===== config.mk =====
export PLATFORM = sky130hd
export DESIGN_NAME = csk_skip_core
export DESIGN_NICKNAME = d
export VERILOG_FILES = /design/src/design/csk_skip_core.v /design/src/design/csk_sync.v /design/src/design/csk_ahb_slave.v
export VERILOG_INCLUDE_DIRS = /design/src /design/src/common
export SDC_FILE = /design/constraint.sdc
export NUM_CORES = 1
export LEC_CHECK = 0
export BUFFER_PORTS_ARGS = -buffer_cell sky130_fd_sc_hd__buf_2
export CORE_UTILIZATION = 49
export CTS_BUF_LIST = sky130_fd_sc_hd__clkbuf_8
export CTS_CLUSTER_DIAMETER = 200
export DETAILED_ROUTE_END_ITERATION = 8
export MAX_ROUTING_LAYER = met4
export PLACE_DENSITY = 0.84
export SETUP_SLACK_MARGIN = 0.1
export SYNTH_ARGS = -nofsm -noshare
export SYNTH_HDL_FRONTEND = slang
export SYNTH_HIERARCHICAL = 1
export SYNTH_SLANG_ARGS = --single-unit

===== constraint.sdc =====
create_clock -name I_CORE_CLK -period 2.2 [get_ports I_CORE_CLK]
set_input_delay 0.22 -clock I_CORE_CLK [delete_from_list [all_inputs] [get_ports I_CORE_CLK]]
set_output_delay 0.22 -clock I_CORE_CLK [all_outputs]
set_load 0.03 [all_outputs]

===== src/common/csk_skip_map.vh =====
`ifndef CSK_SKIP_MAP_VH
`define CSK_SKIP_MAP_VH

// ----------------------------------------
// Instruction encodings (10-bit words)
// ----------------------------------------
`define CSK_INSTR_W 10
`define CSK_OP_PIN_B 10'h03B
`define CSK_OP_POWERDOWN 10'h003
`define CSK_OP_TIMER1 10'h280

// ----------------------------------------
// Register byte offsets
// ----------------------------------------
`define CSK_ADDR_W 8
`define CSK_OFS_CTRL 8'h00
`define CSK_OFS_INTCTL_A 8'h04
`define CSK_OFS_STATUS 8'h08
`define CSK_OFS_IRQ_STAT 8'h0C
`define CSK_OFS_IRQ_MASK 8'h10

// ----------------------------------------
// Field positions and widths
// ----------------------------------------
`define CSK_CTRL_POL_BIT 0
`define CSK_INTCTL_A_W 4
`define CSK_T1_EN_BIT 2
`define CSK_ST_T1F_BIT 0
`define CSK_ST_PIN_BIT 1
`define CSK_ST_PD_BIT 2
`define CSK_ST_PEND_BIT 3
`define CSK_IRQ_W 3
`define CSK_IRQ_SKIP_BIT 0
`define CSK_IRQ_T1SET_BIT 1
`define CSK_IRQ_SUPPR_BIT 2

// ----------------------------------------
// Reset values
// ----------------------------------------
`define CSK_RST_POL 1'h0
`define CSK_RST_INTCTL_A 4'h0
`define CSK_RST_IRQ_MASK 3'h0

`endif


===== src/design/csk_skip_core.v =====
// Contract
// [RULE_01] Polarity 0: pin-b skip skips when pin low, executes next when high.
// [RULE_02] Polarity 1: pin-b skip skips when pin high, executes next when low.
// [RULE_03] Pin-b skip decodes from 0x03B, one word, one cycle, carry untouched.
// [RULE_04] Powerdown skip skips when powerdown flag is 1, else executes next.
// [RULE_05] Powerdown skip never changes the powerdown flag.
// [RULE_06] Timer1 enable 0: opcode 0x280 clears set timer1 flag and skips; a same-cycle I_TIMER1_SET keeps the flag set.
// [RULE_07] Timer1 enable 1: timer1 skip is a no-operation, flag untouched.
// [RULE_08] Timer1 enable lives at bit 2 of interrupt control register A.
// [RULE_09] A skipped instruction is discarded and changes no state.
`timescale 1ns/1ps
`include "csk_skip_map.vh"

module csk_skip_core
(
   // Clock and reset
   input wire I_CORE_CLK,
   input wire I_RESET,
   // AHB-Lite slave
   input wire I_HSEL,
   input wire [31:0] I_HADDR,
   input wire [1:0] I_HTRANS,
   input wire I_HWRITE,
   input wire [2:0] I_HSIZE,
   input wire [31:0] I_HWDATA,
   input wire I_HREADY,
   output wire [31:0] O_HRDATA,
   output wire O_HREADYOUT,
   output wire O_HRESP,
   // Instruction from sequencer
   input wire I_INSTR_VALID,
   input wire [`CSK_INSTR_W-1:0] I_INSTR,
   // Flag and pin sources
   input wire I_EXTERNAL_INTERRUPT_PIN_B,
   input wire I_POWERDOWN_FLAG,
   input wire I_TIMER1_SET,
   // Answers to sequencer
   output wire O_SKIP,
   output wire O_DONE,
   output wire O_SUPPRESSED,
   output wire O_TIMER1_REQUEST_FLAG,
   // Interrupt
   output wire O_IRQ
);

// ----------------------------------------
// Declarations
// ----------------------------------------
wire pin_b_sync;
wire wr_en;
wire [`CSK_ADDR_W-1:0] reg_addr;
wire [31:0] reg_wdata;
reg [31:0] reg_rdata;

reg pin_b_polarity_select_reg;
reg [`CSK_INTCTL_A_W-1:0] interrupt_control_reg_a_reg;
reg timer1_request_flag_reg;
reg timer1_request_flag_next;
reg skip_pend_reg;
reg skip_pend_next;
reg [`CSK_IRQ_W-1:0] irq_stat_reg;
reg [`CSK_IRQ_W-1:0] irq_stat_next;
reg [`CSK_IRQ_W-1:0] irq_mask_reg;
reg skip_reg;
reg done_reg;
reg suppressed_reg;
reg irq_reg;

wire timer1_interrupt_enable;
wire executing;
wire discarding;
wire skip_on_ext_pin1_level;
wire skip_on_powerdown_flag;
wire skip_on_timer1_request;
wire pin_b_hit;
wire timer1_hit;
wire skip_take;
wire [`CSK_IRQ_W-1:0] irq_events;
wire [`CSK_IRQ_W-1:0] irq_clear;
wire wr_ctrl;
wire wr_intctl_a;
wire wr_irq_stat;
wire wr_irq_mask;
reg skip_next;
reg done_next;
reg suppressed_next;
reg irq_next;

// ----------------------------------------
// Pin synchroniser
// ----------------------------------------
csk_sync u_pin_sync
(
   .i_clk(I_CORE_CLK),
   .i_reset(I_RESET),
   .i_async(I_EXTERNAL_INTERRUPT_PIN_B),
   .o_sync(pin_b_sync)
);

// ----------------------------------------
// Bus slave
// ----------------------------------------
csk_ahb_slave u_ahb
(
   .i_clk(I_CORE_CLK),
   .i_reset(I_RESET),
   .i_hsel(I_HSEL),
   .i_haddr(I_HADDR),
   .i_htrans(I_HTRANS),
   .i_hwrite(I_HWRITE),
   .i_hsize(I_HSIZE),
   .i_hwdata(I_HWDATA),
   .i_hready(I_HREADY),
   .o_hrdata(O_HRDATA),
   .o_hreadyout(O_HREADYOUT),
   .o_hresp(O_HRESP),
   .o_wr_en(wr_en),
   .o_addr(reg_addr),
   .o_wdata(reg_wdata),
   .i_rdata(reg_rdata)
);

// ----------------------------------------
// Register write strobes
// ----------------------------------------
// Status offset is read-only, so it has no strobe
assign wr_ctrl = wr_en & (reg_addr == `CSK_OFS_CTRL);
assign wr_intctl_a = wr_en & (reg_addr == `CSK_OFS_INTCTL_A);
assign wr_irq_stat = wr_en & (reg_addr == `CSK_OFS_IRQ_STAT);
assign wr_irq_mask = wr_en & (reg_addr == `CSK_OFS_IRQ_MASK);

// ----------------------------------------
// Instruction decode
// ----------------------------------------
// [RULE_08] enable bit position
assign timer1_interrupt_enable = interrupt_control_reg_a_reg[`CSK_T1_EN_BIT];

// [RULE_09] discard after taken skip
assign executing = I_INSTR_VALID & ~skip_pend_reg;
assign discarding = I_INSTR_VALID & skip_pend_reg;

// [RULE_03] pin-b opcode decode
assign skip_on_ext_pin1_level = executing & (I_INSTR == `CSK_OP_PIN_B);
assign skip_on_powerdown_flag = executing & (I_INSTR == `CSK_OP_POWERDOWN);
// [RULE_06] timer1 opcode decode
assign skip_on_timer1_request = executing & (I_INSTR == `CSK_OP_TIMER1);

// [RULE_01] low-level skip
// [RULE_02] high-level skip
assign pin_b_hit = pin_b_polarity_select_reg ? pin_b_sync : ~pin_b_sync;

// [RULE_07] enable set means no-op
assign timer1_hit = skip_on_timer1_request & ~timer1_interrupt_enable & timer1_request_flag_reg;

// [RULE_04] powerdown flag test
assign skip_take = (skip_on_ext_pin1_level & pin_b_hit)
   | (skip_on_powerdown_flag & I_POWERDOWN_FLAG)
   | timer1_hit;

// ----------------------------------------
// Timer1 flag and skip tracking
// ----------------------------------------
always @*
begin
   timer1_request_flag_next = timer1_request_flag_reg;
   // [RULE_06] clear on tested hit
   if (timer1_hit)
      timer1_request_flag_next = 1'h0;
   // New request wins over clear
   if (I_TIMER1_SET)
      timer1_request_flag_next = 1'h1;
end

always @*
begin
   skip_pend_next = skip_pend_reg;
   // [RULE_09] one instruction dropped
   if (discarding)
      skip_pend_next = 1'h0;
   else if (skip_take)
      skip_pend_next = 1'h1;
end

// ----------------------------------------
// Interrupt status
// ----------------------------------------
assign irq_events = {discarding, I_TIMER1_SET & ~timer1_request_flag_reg, skip_take};
assign irq_clear = wr_irq_stat ? reg_wdata[`CSK_IRQ_W-1:0] : {`CSK_IRQ_W{1'b0}};

always @*
begin
   irq_stat_next = (irq_stat_reg & ~irq_clear) | irq_events;
end

// ----------------------------------------
// Output pulses
// ----------------------------------------
always @*
begin
   // [RULE_03] one-cycle completion
   skip_next = skip_take;
   done_next = skip_on_ext_pin1_level | skip_on_powerdown_flag | skip_on_timer1_request;
   suppressed_next = discarding;
   // Built from next status, so no extra cycle of lag
   irq_next = |(irq_stat_next & irq_mask_reg);
end

// ----------------------------------------
// Control registers
// ----------------------------------------
always @(posedge I_CORE_CLK)
begin
   if (I_RESET)
   begin
      pin_b_polarity_select_reg <= `CSK_RST_POL;
      interrupt_control_reg_a_reg <= `CSK_RST_INTCTL_A;
      irq_mask_reg <= `CSK_RST_IRQ_MASK;
   end
   else
   begin
      if (wr_ctrl)
         pin_b_polarity_select_reg <= reg_wdata[`CSK_CTRL_POL_BIT];
      // [RULE_08] enable field write
      if (wr_intctl_a)
         interrupt_control_reg_a_reg <= reg_wdata[`CSK_INTCTL_A_W-1:0];
      if (wr_irq_mask)
         irq_mask_reg <= reg_wdata[`CSK_IRQ_W-1:0];
   end
end

// ----------------------------------------
// Sequential state
// ----------------------------------------
always @(posedge I_CORE_CLK)
begin
   if (I_RESET)
   begin
      timer1_request_flag_reg <= 1'h0;
      skip_pend_reg <= 1'h0;
      irq_stat_reg <= {`CSK_IRQ_W{1'b0}};
   end
   else
   begin
      timer1_request_flag_reg <= timer1_request_flag_next;
      skip_pend_reg <= skip_pend_next;
      irq_stat_reg <= irq_stat_next;
   end
end

// ----------------------------------------
// Output registers
// ----------------------------------------
always @(posedge I_CORE_CLK)
begin
   if (I_RESET)
   begin
      skip_reg <= 1'h0;
      done_reg <= 1'h0;
      suppressed_reg <= 1'h0;
      irq_reg <= 1'h0;
   end
   else
   begin
      skip_reg <= skip_next;
      done_reg <= done_next;
      suppressed_reg <= suppressed_next;
      irq_reg <= irq_next;
   end
end

// ----------------------------------------
// Register read
// ----------------------------------------
always @*
begin
   reg_rdata = 32'h00000000;
   case (reg_addr)
      `CSK_OFS_CTRL:
      begin
         reg_rdata[`CSK_CTRL_POL_BIT] = pin_b_polarity_select_reg;
      end
      `CSK_OFS_INTCTL_A:
      begin
         reg_rdata[`CSK_INTCTL_A_W-1:0] = interrupt_control_reg_a_reg;
      end
      `CSK_OFS_STATUS:
      begin
         reg_rdata[`CSK_ST_T1F_BIT] = timer1_request_flag_reg;
         reg_rdata[`CSK_ST_PIN_BIT] = pin_b_sync;
         // [RULE_05] flag only observed
         reg_rdata[`CSK_ST_PD_BIT] = I_POWERDOWN_FLAG;
         reg_rdata[`CSK_ST_PEND_BIT] = skip_pend_reg;
      end
      `CSK_OFS_IRQ_STAT:
      begin
         reg_rdata[`CSK_IRQ_W-1:0] = irq_stat_reg;
      end
      `CSK_OFS_IRQ_MASK:
      begin
         reg_rdata[`CSK_IRQ_W-1:0] = irq_mask_reg;
      end
      default:
      begin
         reg_rdata = 32'h00000000;
      end
   endcase
end

// ----------------------------------------
// Outputs
// ----------------------------------------
assign O_SKIP = skip_reg;
assign O_DONE = done_reg;
assign O_SUPPRESSED = suppressed_reg;
assign O_TIMER1_REQUEST_FLAG = timer1_request_flag_reg;
assign O_IRQ = irq_reg;

endmodule // csk_skip_core


===== src/design/csk_sync.v =====
`timescale 1ns/1ps

// ----------------------------------------
// Two-flop level synchroniser
// ----------------------------------------
module csk_sync
(
   // Clock and reset
   input wire i_clk,
   input wire i_reset,
   // Data
   input wire i_async,
   output wire o_sync
);

reg stage1_reg;
reg stage2_reg;

always @(posedge i_clk)
begin
   if (i_reset)
   begin
      stage1_reg <= 1'h0;
      stage2_reg <= 1'h0;
   end
   else
   begin
      stage1_reg <= i_async;
      stage2_reg <= stage1_reg;
   end
end

assign o_sync = stage2_reg;

endmodule // csk_sync


===== src/design/csk_ahb_slave.v =====
`timescale 1ns/1ps
`include "csk_skip_map.vh"

// ----------------------------------------
// AHB-Lite slave, one wait state per transfer
// ----------------------------------------
module csk_ahb_slave
(
   // Clock and reset
   input wire i_clk,
   input wire i_reset,
   // AHB-Lite
   input wire i_hsel,
   input wire [31:0] i_haddr,
   input wire [1:0] i_htrans,
   input wire i_hwrite,
   input wire [2:0] i_hsize,
   input wire [31:0] i_hwdata,
   input wire i_hready,
   output wire [31:0] o_hrdata,
   output wire o_hreadyout,
   output wire o_hresp,
   // Register side
   output wire o_wr_en,
   output wire [`CSK_ADDR_W-1:0] o_addr,
   output wire [31:0] o_wdata,
   input wire [31:0] i_rdata
);

reg pend_reg;
reg write_reg;
reg [`CSK_ADDR_W-1:0] addr_reg;
reg [31:0] hrdata_reg;
reg hreadyout_reg;
reg hresp_reg;
wire accept;

// Only whole-word accesses occur; hsize is not checked
assign accept = i_hsel & i_htrans[1] & i_hready;

always @(posedge i_clk)
begin
   if (i_reset)
   begin
      pend_reg <= 1'h0;
      write_reg <= 1'h0;
      addr_reg <= {`CSK_ADDR_W{1'b0}};
      hrdata_reg <= 32'h00000000;
      hreadyout_reg <= 1'h1;
      hresp_reg <= 1'h0;
   end
   else if (pend_reg)
   begin
      pend_reg <= 1'h0;
      hreadyout_reg <= 1'h1;
      if (!write_reg)
         hrdata_reg <= i_rdata;
   end
   else if (accept)
   begin
      pend_reg <= 1'h1;
      write_reg <= i_hwrite;
      addr_reg <= {i_haddr[`CSK_ADDR_W-1:2], 2'h0};
      hreadyout_reg <= 1'h0;
   end
end

assign o_wr_en = pend_reg & write_reg;
assign o_addr = addr_reg;
assign o_wdata = i_hwdata;
assign o_hrdata = hrdata_reg;
assign o_hreadyout = hreadyout_reg;
assign o_hresp = hresp_reg;

endmodule // csk_ahb_slave


==> results of run 1 <==
final cells by class:
cell class / instances / share of cell area (%)
repair buffers: 71 / 12.0
well taps: 67 / 2.75
clock inverters: 4 / 0.616
multi-input cells: 231 / 40.7
clock buffers: 10 / 4.52
flip-flops and latches: 60 / 39.4
critical path, cell delays in order, from the launching register on:
cell and delay (ns):
dfxtp_1 0.35, nor4_4 0.35, nand2_2 0.15, nor4_2 0.29, nor3_1 0.09, a221o_1 0.38
layer usage:
metal	GRT usage, %	wire (microns)	vias to the layer above
li1	-	-	1099
met1	25.0	2430	942
met2	36.4	2560	56
met3	6.17	214	8
met4	9.40	73	0
met5	-	0	-
worst max path at each step:
stage	to	slack [ns]	start	depth (start not counted)
6_report	O_IRQ	0.47	u_ahb/o_addr[5]	5
5_1_grt	O_IRQ	0.38	u_ahb/o_addr[5]	5
4_1_cts	O_IRQ	0.48	u_ahb/o_addr[5]	5
3_5_place_dp	O_IRQ	0.47	I_INSTR[2]	6
3_3_place_gp	O_IRQ	0.49	I_INSTR[2]	6
2_1_floorplan	u_ahb/o_hrdata[0]	0.64	u_ahb/o_addr[2]	5
per-stage QoR:
step	cells	instance area, sq um
after CTS	443	3050
final	443	3050
after floorplan	317	2620
after detailed placement	429	2890
after global routing	443	3050
after global placement	429	2890
report_power, final:
group | switching, W | total [W] | internal (W)
Sequential | 0.0000165 | 0.00112 | 0.00111
Clock | 0.000396 | 0.000812 | 0.000416
Combinational | 0.000107 | 0.000169 | 0.0000621
Total | 0.000520 | 0.00211 | 0.00159
==> metrics, run 1 <==
min Tclk post-route 1.73 ns; die width 73.5 microns; first-pass GRT wire length 8700 microns; total CTS buffers 9; flip-flop count of the largest register after layout 32; Die Height 73.5 microns; Synth Instances 288; Post-CTS Resized 0; total inserted antenna cells 0; Overall Power 0.00211 W; Slew @ Worst Pin 0.492 ns; final hold violations 0; # Post-CTS Setup Buffers 0; via count 2,105; Global Route Usage Sum 22.1%; worst reg2reg endpoint O_IRQ; Seq. cell area 1200 sq um; multi-input logic area 1240 sq um; Setup crit start kind flop; Max Cap Viol 0; synthesized area 2510 sq um; number of setup violations in the final report 0; H-Tree Depth 3; Initial DRT Pass Iterations 4; skew final 0.00528 ns; WS Path Type reg2reg; Starting Density 52.0%; post-route clock period utilization 78.6%; CTS tree built; hold_buf cts 0; clk_lat worst skew 0.33 ns; core area 4820 sq um; ratio of cells with drive above 1 in the final layout 26.3%; Max Buffers Root-to-Sink 2; commonest non-fill, non-tap cell in the layout nand2_1; post-route ant nets 0; Worst Reg-to-Reg Cells 5; Die Area 5400 sq um; Final #Nets 461; clk sinks 60; Routed WL 5280 microns; RR Startpoint u_ahb/o_addr[5]; # IOs 127; critical path data arrival time 1.94 ns; final setup TNS 0 ns; worst slack, placed 0.467 ns; pwr dens 691 nW/um^2; Clock transition at path regs 0.06 ns; maximum VDD drop 0.495 mV; Final WS setup 0.470 ns; fin. max-slew vios 0; synth-to-layout area growth 21.6%; flop2flop setup slack 0.47 ns; Worst Hold Depth 2; synth warn 6; PortBufs 67; Cell Rows 25; Post-Syn Area per Cell 8.70 sq um; FILL cells 450; commonest cells after routing, fill and taps aside nand2_1 (75), buf_2 (67), dfxtp_1 (60); vias in the first global route 1,999; total grt overflow 0; Final Util 63.3%; worst rel slew slack 67.0%; # DRC 0; drt via density 4.75; worst hold start I_EXTERNAL_INTERRUPT_PIN_B; Hold EP u_pin_sync/stage1_reg; status finished clean; largest net degree at the start of global routing 33; Pleak 1.35 nW; fmax 0.578 GHz; Req. time, crit path 2.41 ns; GPL Wtd Cong 0.830; wire per inst 11.9 microns; Tightest Hold Check Type in2reg; unrepaired setup endpoints after global routing no; Clock Tree Root clkbuf_8; Worst Setup End Kind flop; initial antenna violation count 0; crit-path max FO 5; DRT iter0 DRCs 98; final hold slack 0.110 ns; Post-DP HPWL 3720 microns
Note: power is estimated with default switching activity, not from simulation.
==> run 2, diff against run 1 <==
--- a/config.mk
+++ b/config.mk
@@ -7,12 +7,12 @@
 export NUM_CORES = 1
 export LEC_CHECK = 0
 export BUFFER_PORTS_ARGS = -buffer_cell sky130_fd_sc_hd__buf_2
-export CORE_UTILIZATION = 49
+export CORE_UTILIZATION = 44
 export CTS_BUF_LIST = sky130_fd_sc_hd__clkbuf_8
 export CTS_CLUSTER_DIAMETER = 200
 export DETAILED_ROUTE_END_ITERATION = 8
 export MAX_ROUTING_LAYER = met4
-export PLACE_DENSITY = 0.84
+export PLACE_DENSITY = 0.79
 export SETUP_SLACK_MARGIN = 0.1
 export SYNTH_ARGS = -nofsm -noshare
 export SYNTH_HDL_FRONTEND = slang
==> constraint.sdc (replaced) <==
create_clock -name I_CORE_CLK -period 1.48 [get_ports I_CORE_CLK]
set_input_delay 0.148 -clock I_CORE_CLK [delete_from_list [all_inputs] [get_ports I_CORE_CLK]]
set_output_delay 0.148 -clock I_CORE_CLK [all_outputs]
set_load 0.03 [all_outputs]
==> run 2 against run 1 <==
  * The run now ends with setup timing left
  * Clock skew about the same
  * Register-to-register slack worse by 0.49 ns
  * Combinational power up 75%
  * Final area rose by 9.7%
  * Clock power rose by 90%
  * Clock-buffer cell count shrank 1
  * Hold slack lost 0.086 ns
  * Largest cell class unchanged
  * Largest power group unchanged
  * Highest routed layer unchanged
==> metrics, run 2 (synthesis results as in run 1) <==
status finished with violations; failing checks setup timing; final hold slack 0.0241 ns; Comb pwr share 8.5%; CTS tree built; drt via density 4.70; fmax 0.665 GHz; # IOs 127; Final Util 60.7%; Worst Reg-to-Reg Cells 5; Die Height 77.5 microns; core area 5510 sq um; flip-flop count of the largest register after layout 32; commonest cells after routing, fill and taps aside nand2_1 (74), buf_2 (67), dfxtp_1 (57); wire per inst 11.6 microns; Max Buffers Root-to-Sink 2; WS Path Type reg2reg; Sw Share 23.1%; total inserted antenna cells 0; Global Route Usage Sum 20.6%; Final #Nets 485; vias in the first global route 2,125; Worst Hold Depth 2; Routed WL 5480 microns; post-route ant nets 0; clk sinks 60; Critical-path top delay cell a221o_1; initial antenna violation count 0; clk_lat worst skew 0.33 ns; crit path buf inv count 0; Clock Power Share 44.0%; hold_buf cts 0; critical path data arrival time 1.72 ns; Pleak 1.51 nW; Post-DP HPWL 3930 microns; total grt overflow 0; die width 77.5 microns; Max Cap Viol 0; fin. max-slew vios 0; Tightest Hold Check Type in2reg; via count 2,222; skew final 0.00479 ns; crit-path max cell delay 0.35 ns; P_int 0.00269 W; Initial DRT Pass Iterations 4; Crit path max-delay family compound AO/OA/AOI/OAI gates; Starting Density 45.5%; final instance area 3340 sq um; multi-input logic area 1280 sq um; first-pass GRT wire length 9410 microns; post-route clock period utilization 102%; Seq. cell area 1210 sq um; PortBufs 67; Stages on worst setup path 5; FILL cells 513; total CTS buffers 9; Worst Setup End Kind flop; Setup crit start kind flop; GPL Wtd Cong 0.867; ratio of cells with drive above 1 in the final layout 34.7%; Cell Rows 27; largest net degree at the start of global routing 36; DRT iter0 DRCs 83; Clock transition at path regs 0.06 ns; number of setup violations in the final report 1; min Tclk post-route 1.50 ns; crit-path max FO 3; synth-to-layout area growth 33.4%; final hold violations 0; Clock Tree Root clkbuf_8; maximum VDD drop 0.588 mV; Final WS setup -0.0242 ns; pwr dens 1050 nW/um^2; # DRC 0; CP Cell Sequence xnor2_1 -> a22o_1 -> a32oi_2 -> a21oi_2 -> a221o_1; Seq pwr share 47.5%; unrepaired setup endpoints after global routing yes; Finished Layout Cells 473; H-Tree Depth 3; Net Sw Power 0.000809 W; Area after DPL 3080 sq um; Req. time, crit path 1.70 ns; Die Area 6000 sq um; placed cells 455; commonest non-fill, non-tap cell in the layout nand2_1
## run 2: layout make-up
cell class                 instances  share of cell area (%)
multi-input combinational        231                    38.3
sequential                        60                    36.1
timing repair buffer              95                    16.8
tap                               72                    2.69
clock buffer                       9                    3.70
clock inverter                     6                    2.43
## run 2: path summary, 6_finish.rpt
path	slack, ns	end	from
setup reg to reg	-0.02	O_IRQ	pin_b_polarity_select_reg
hold reg to reg	0.45	u_ahb/o_hrdata[19]	u_ahb/o_hrdata[19]
setup / recovery	-0.02	O_IRQ	pin_b_polarity_select_reg
hold / removal	0.02	u_pin_sync/stage1_reg	I_EXTERNAL_INTERRUPT_PIN_B
## run 2: metrics by stage
step           power, W  worst slack (ns)  setup TNS [ns]
2_1_floorplan   0.00189          -0.00275        -0.00275
3_3_place_gp    0.00197            -0.130          -0.368
3_5_place_dp    0.00198            -0.145          -0.483
4_1_cts         0.00353           -0.0821          -0.149
5_1_grt         0.00364            -0.126          -0.299
6_report        0.00350           -0.0242         -0.0242
## run 2: timing repair
item / CTS / global route
hold endpoints to repair: 0 / 0
endpoints found under the setup margin: 12 / 17
pin swaps: 8 / 4
resized for setup: 4 / 13
setup buffers: 1 / 2
## run 2: power by group through the flow
stage,Combinational (W),Clock [W],Sequential (W)
after floorplan,0.000153,0,0.00174
after global routing,0.000327,0.00164,0.00167
after CTS,0.000286,0.00158,0.00167
final,0.000296,0.00154,0.00166
after global placement,0.000275,0,0.00170
after detailed placement,0.000281,0,0.00170
## run 2: layer usage
metal  routed length (microns)  vias up  track usage [%]
li1                          -     1151                -
met1                      2500     1016             22.9
met2                      2690       47             34.8
met3                       214        8             4.35
met4                        83        0             10.2
met5                         0        -                -
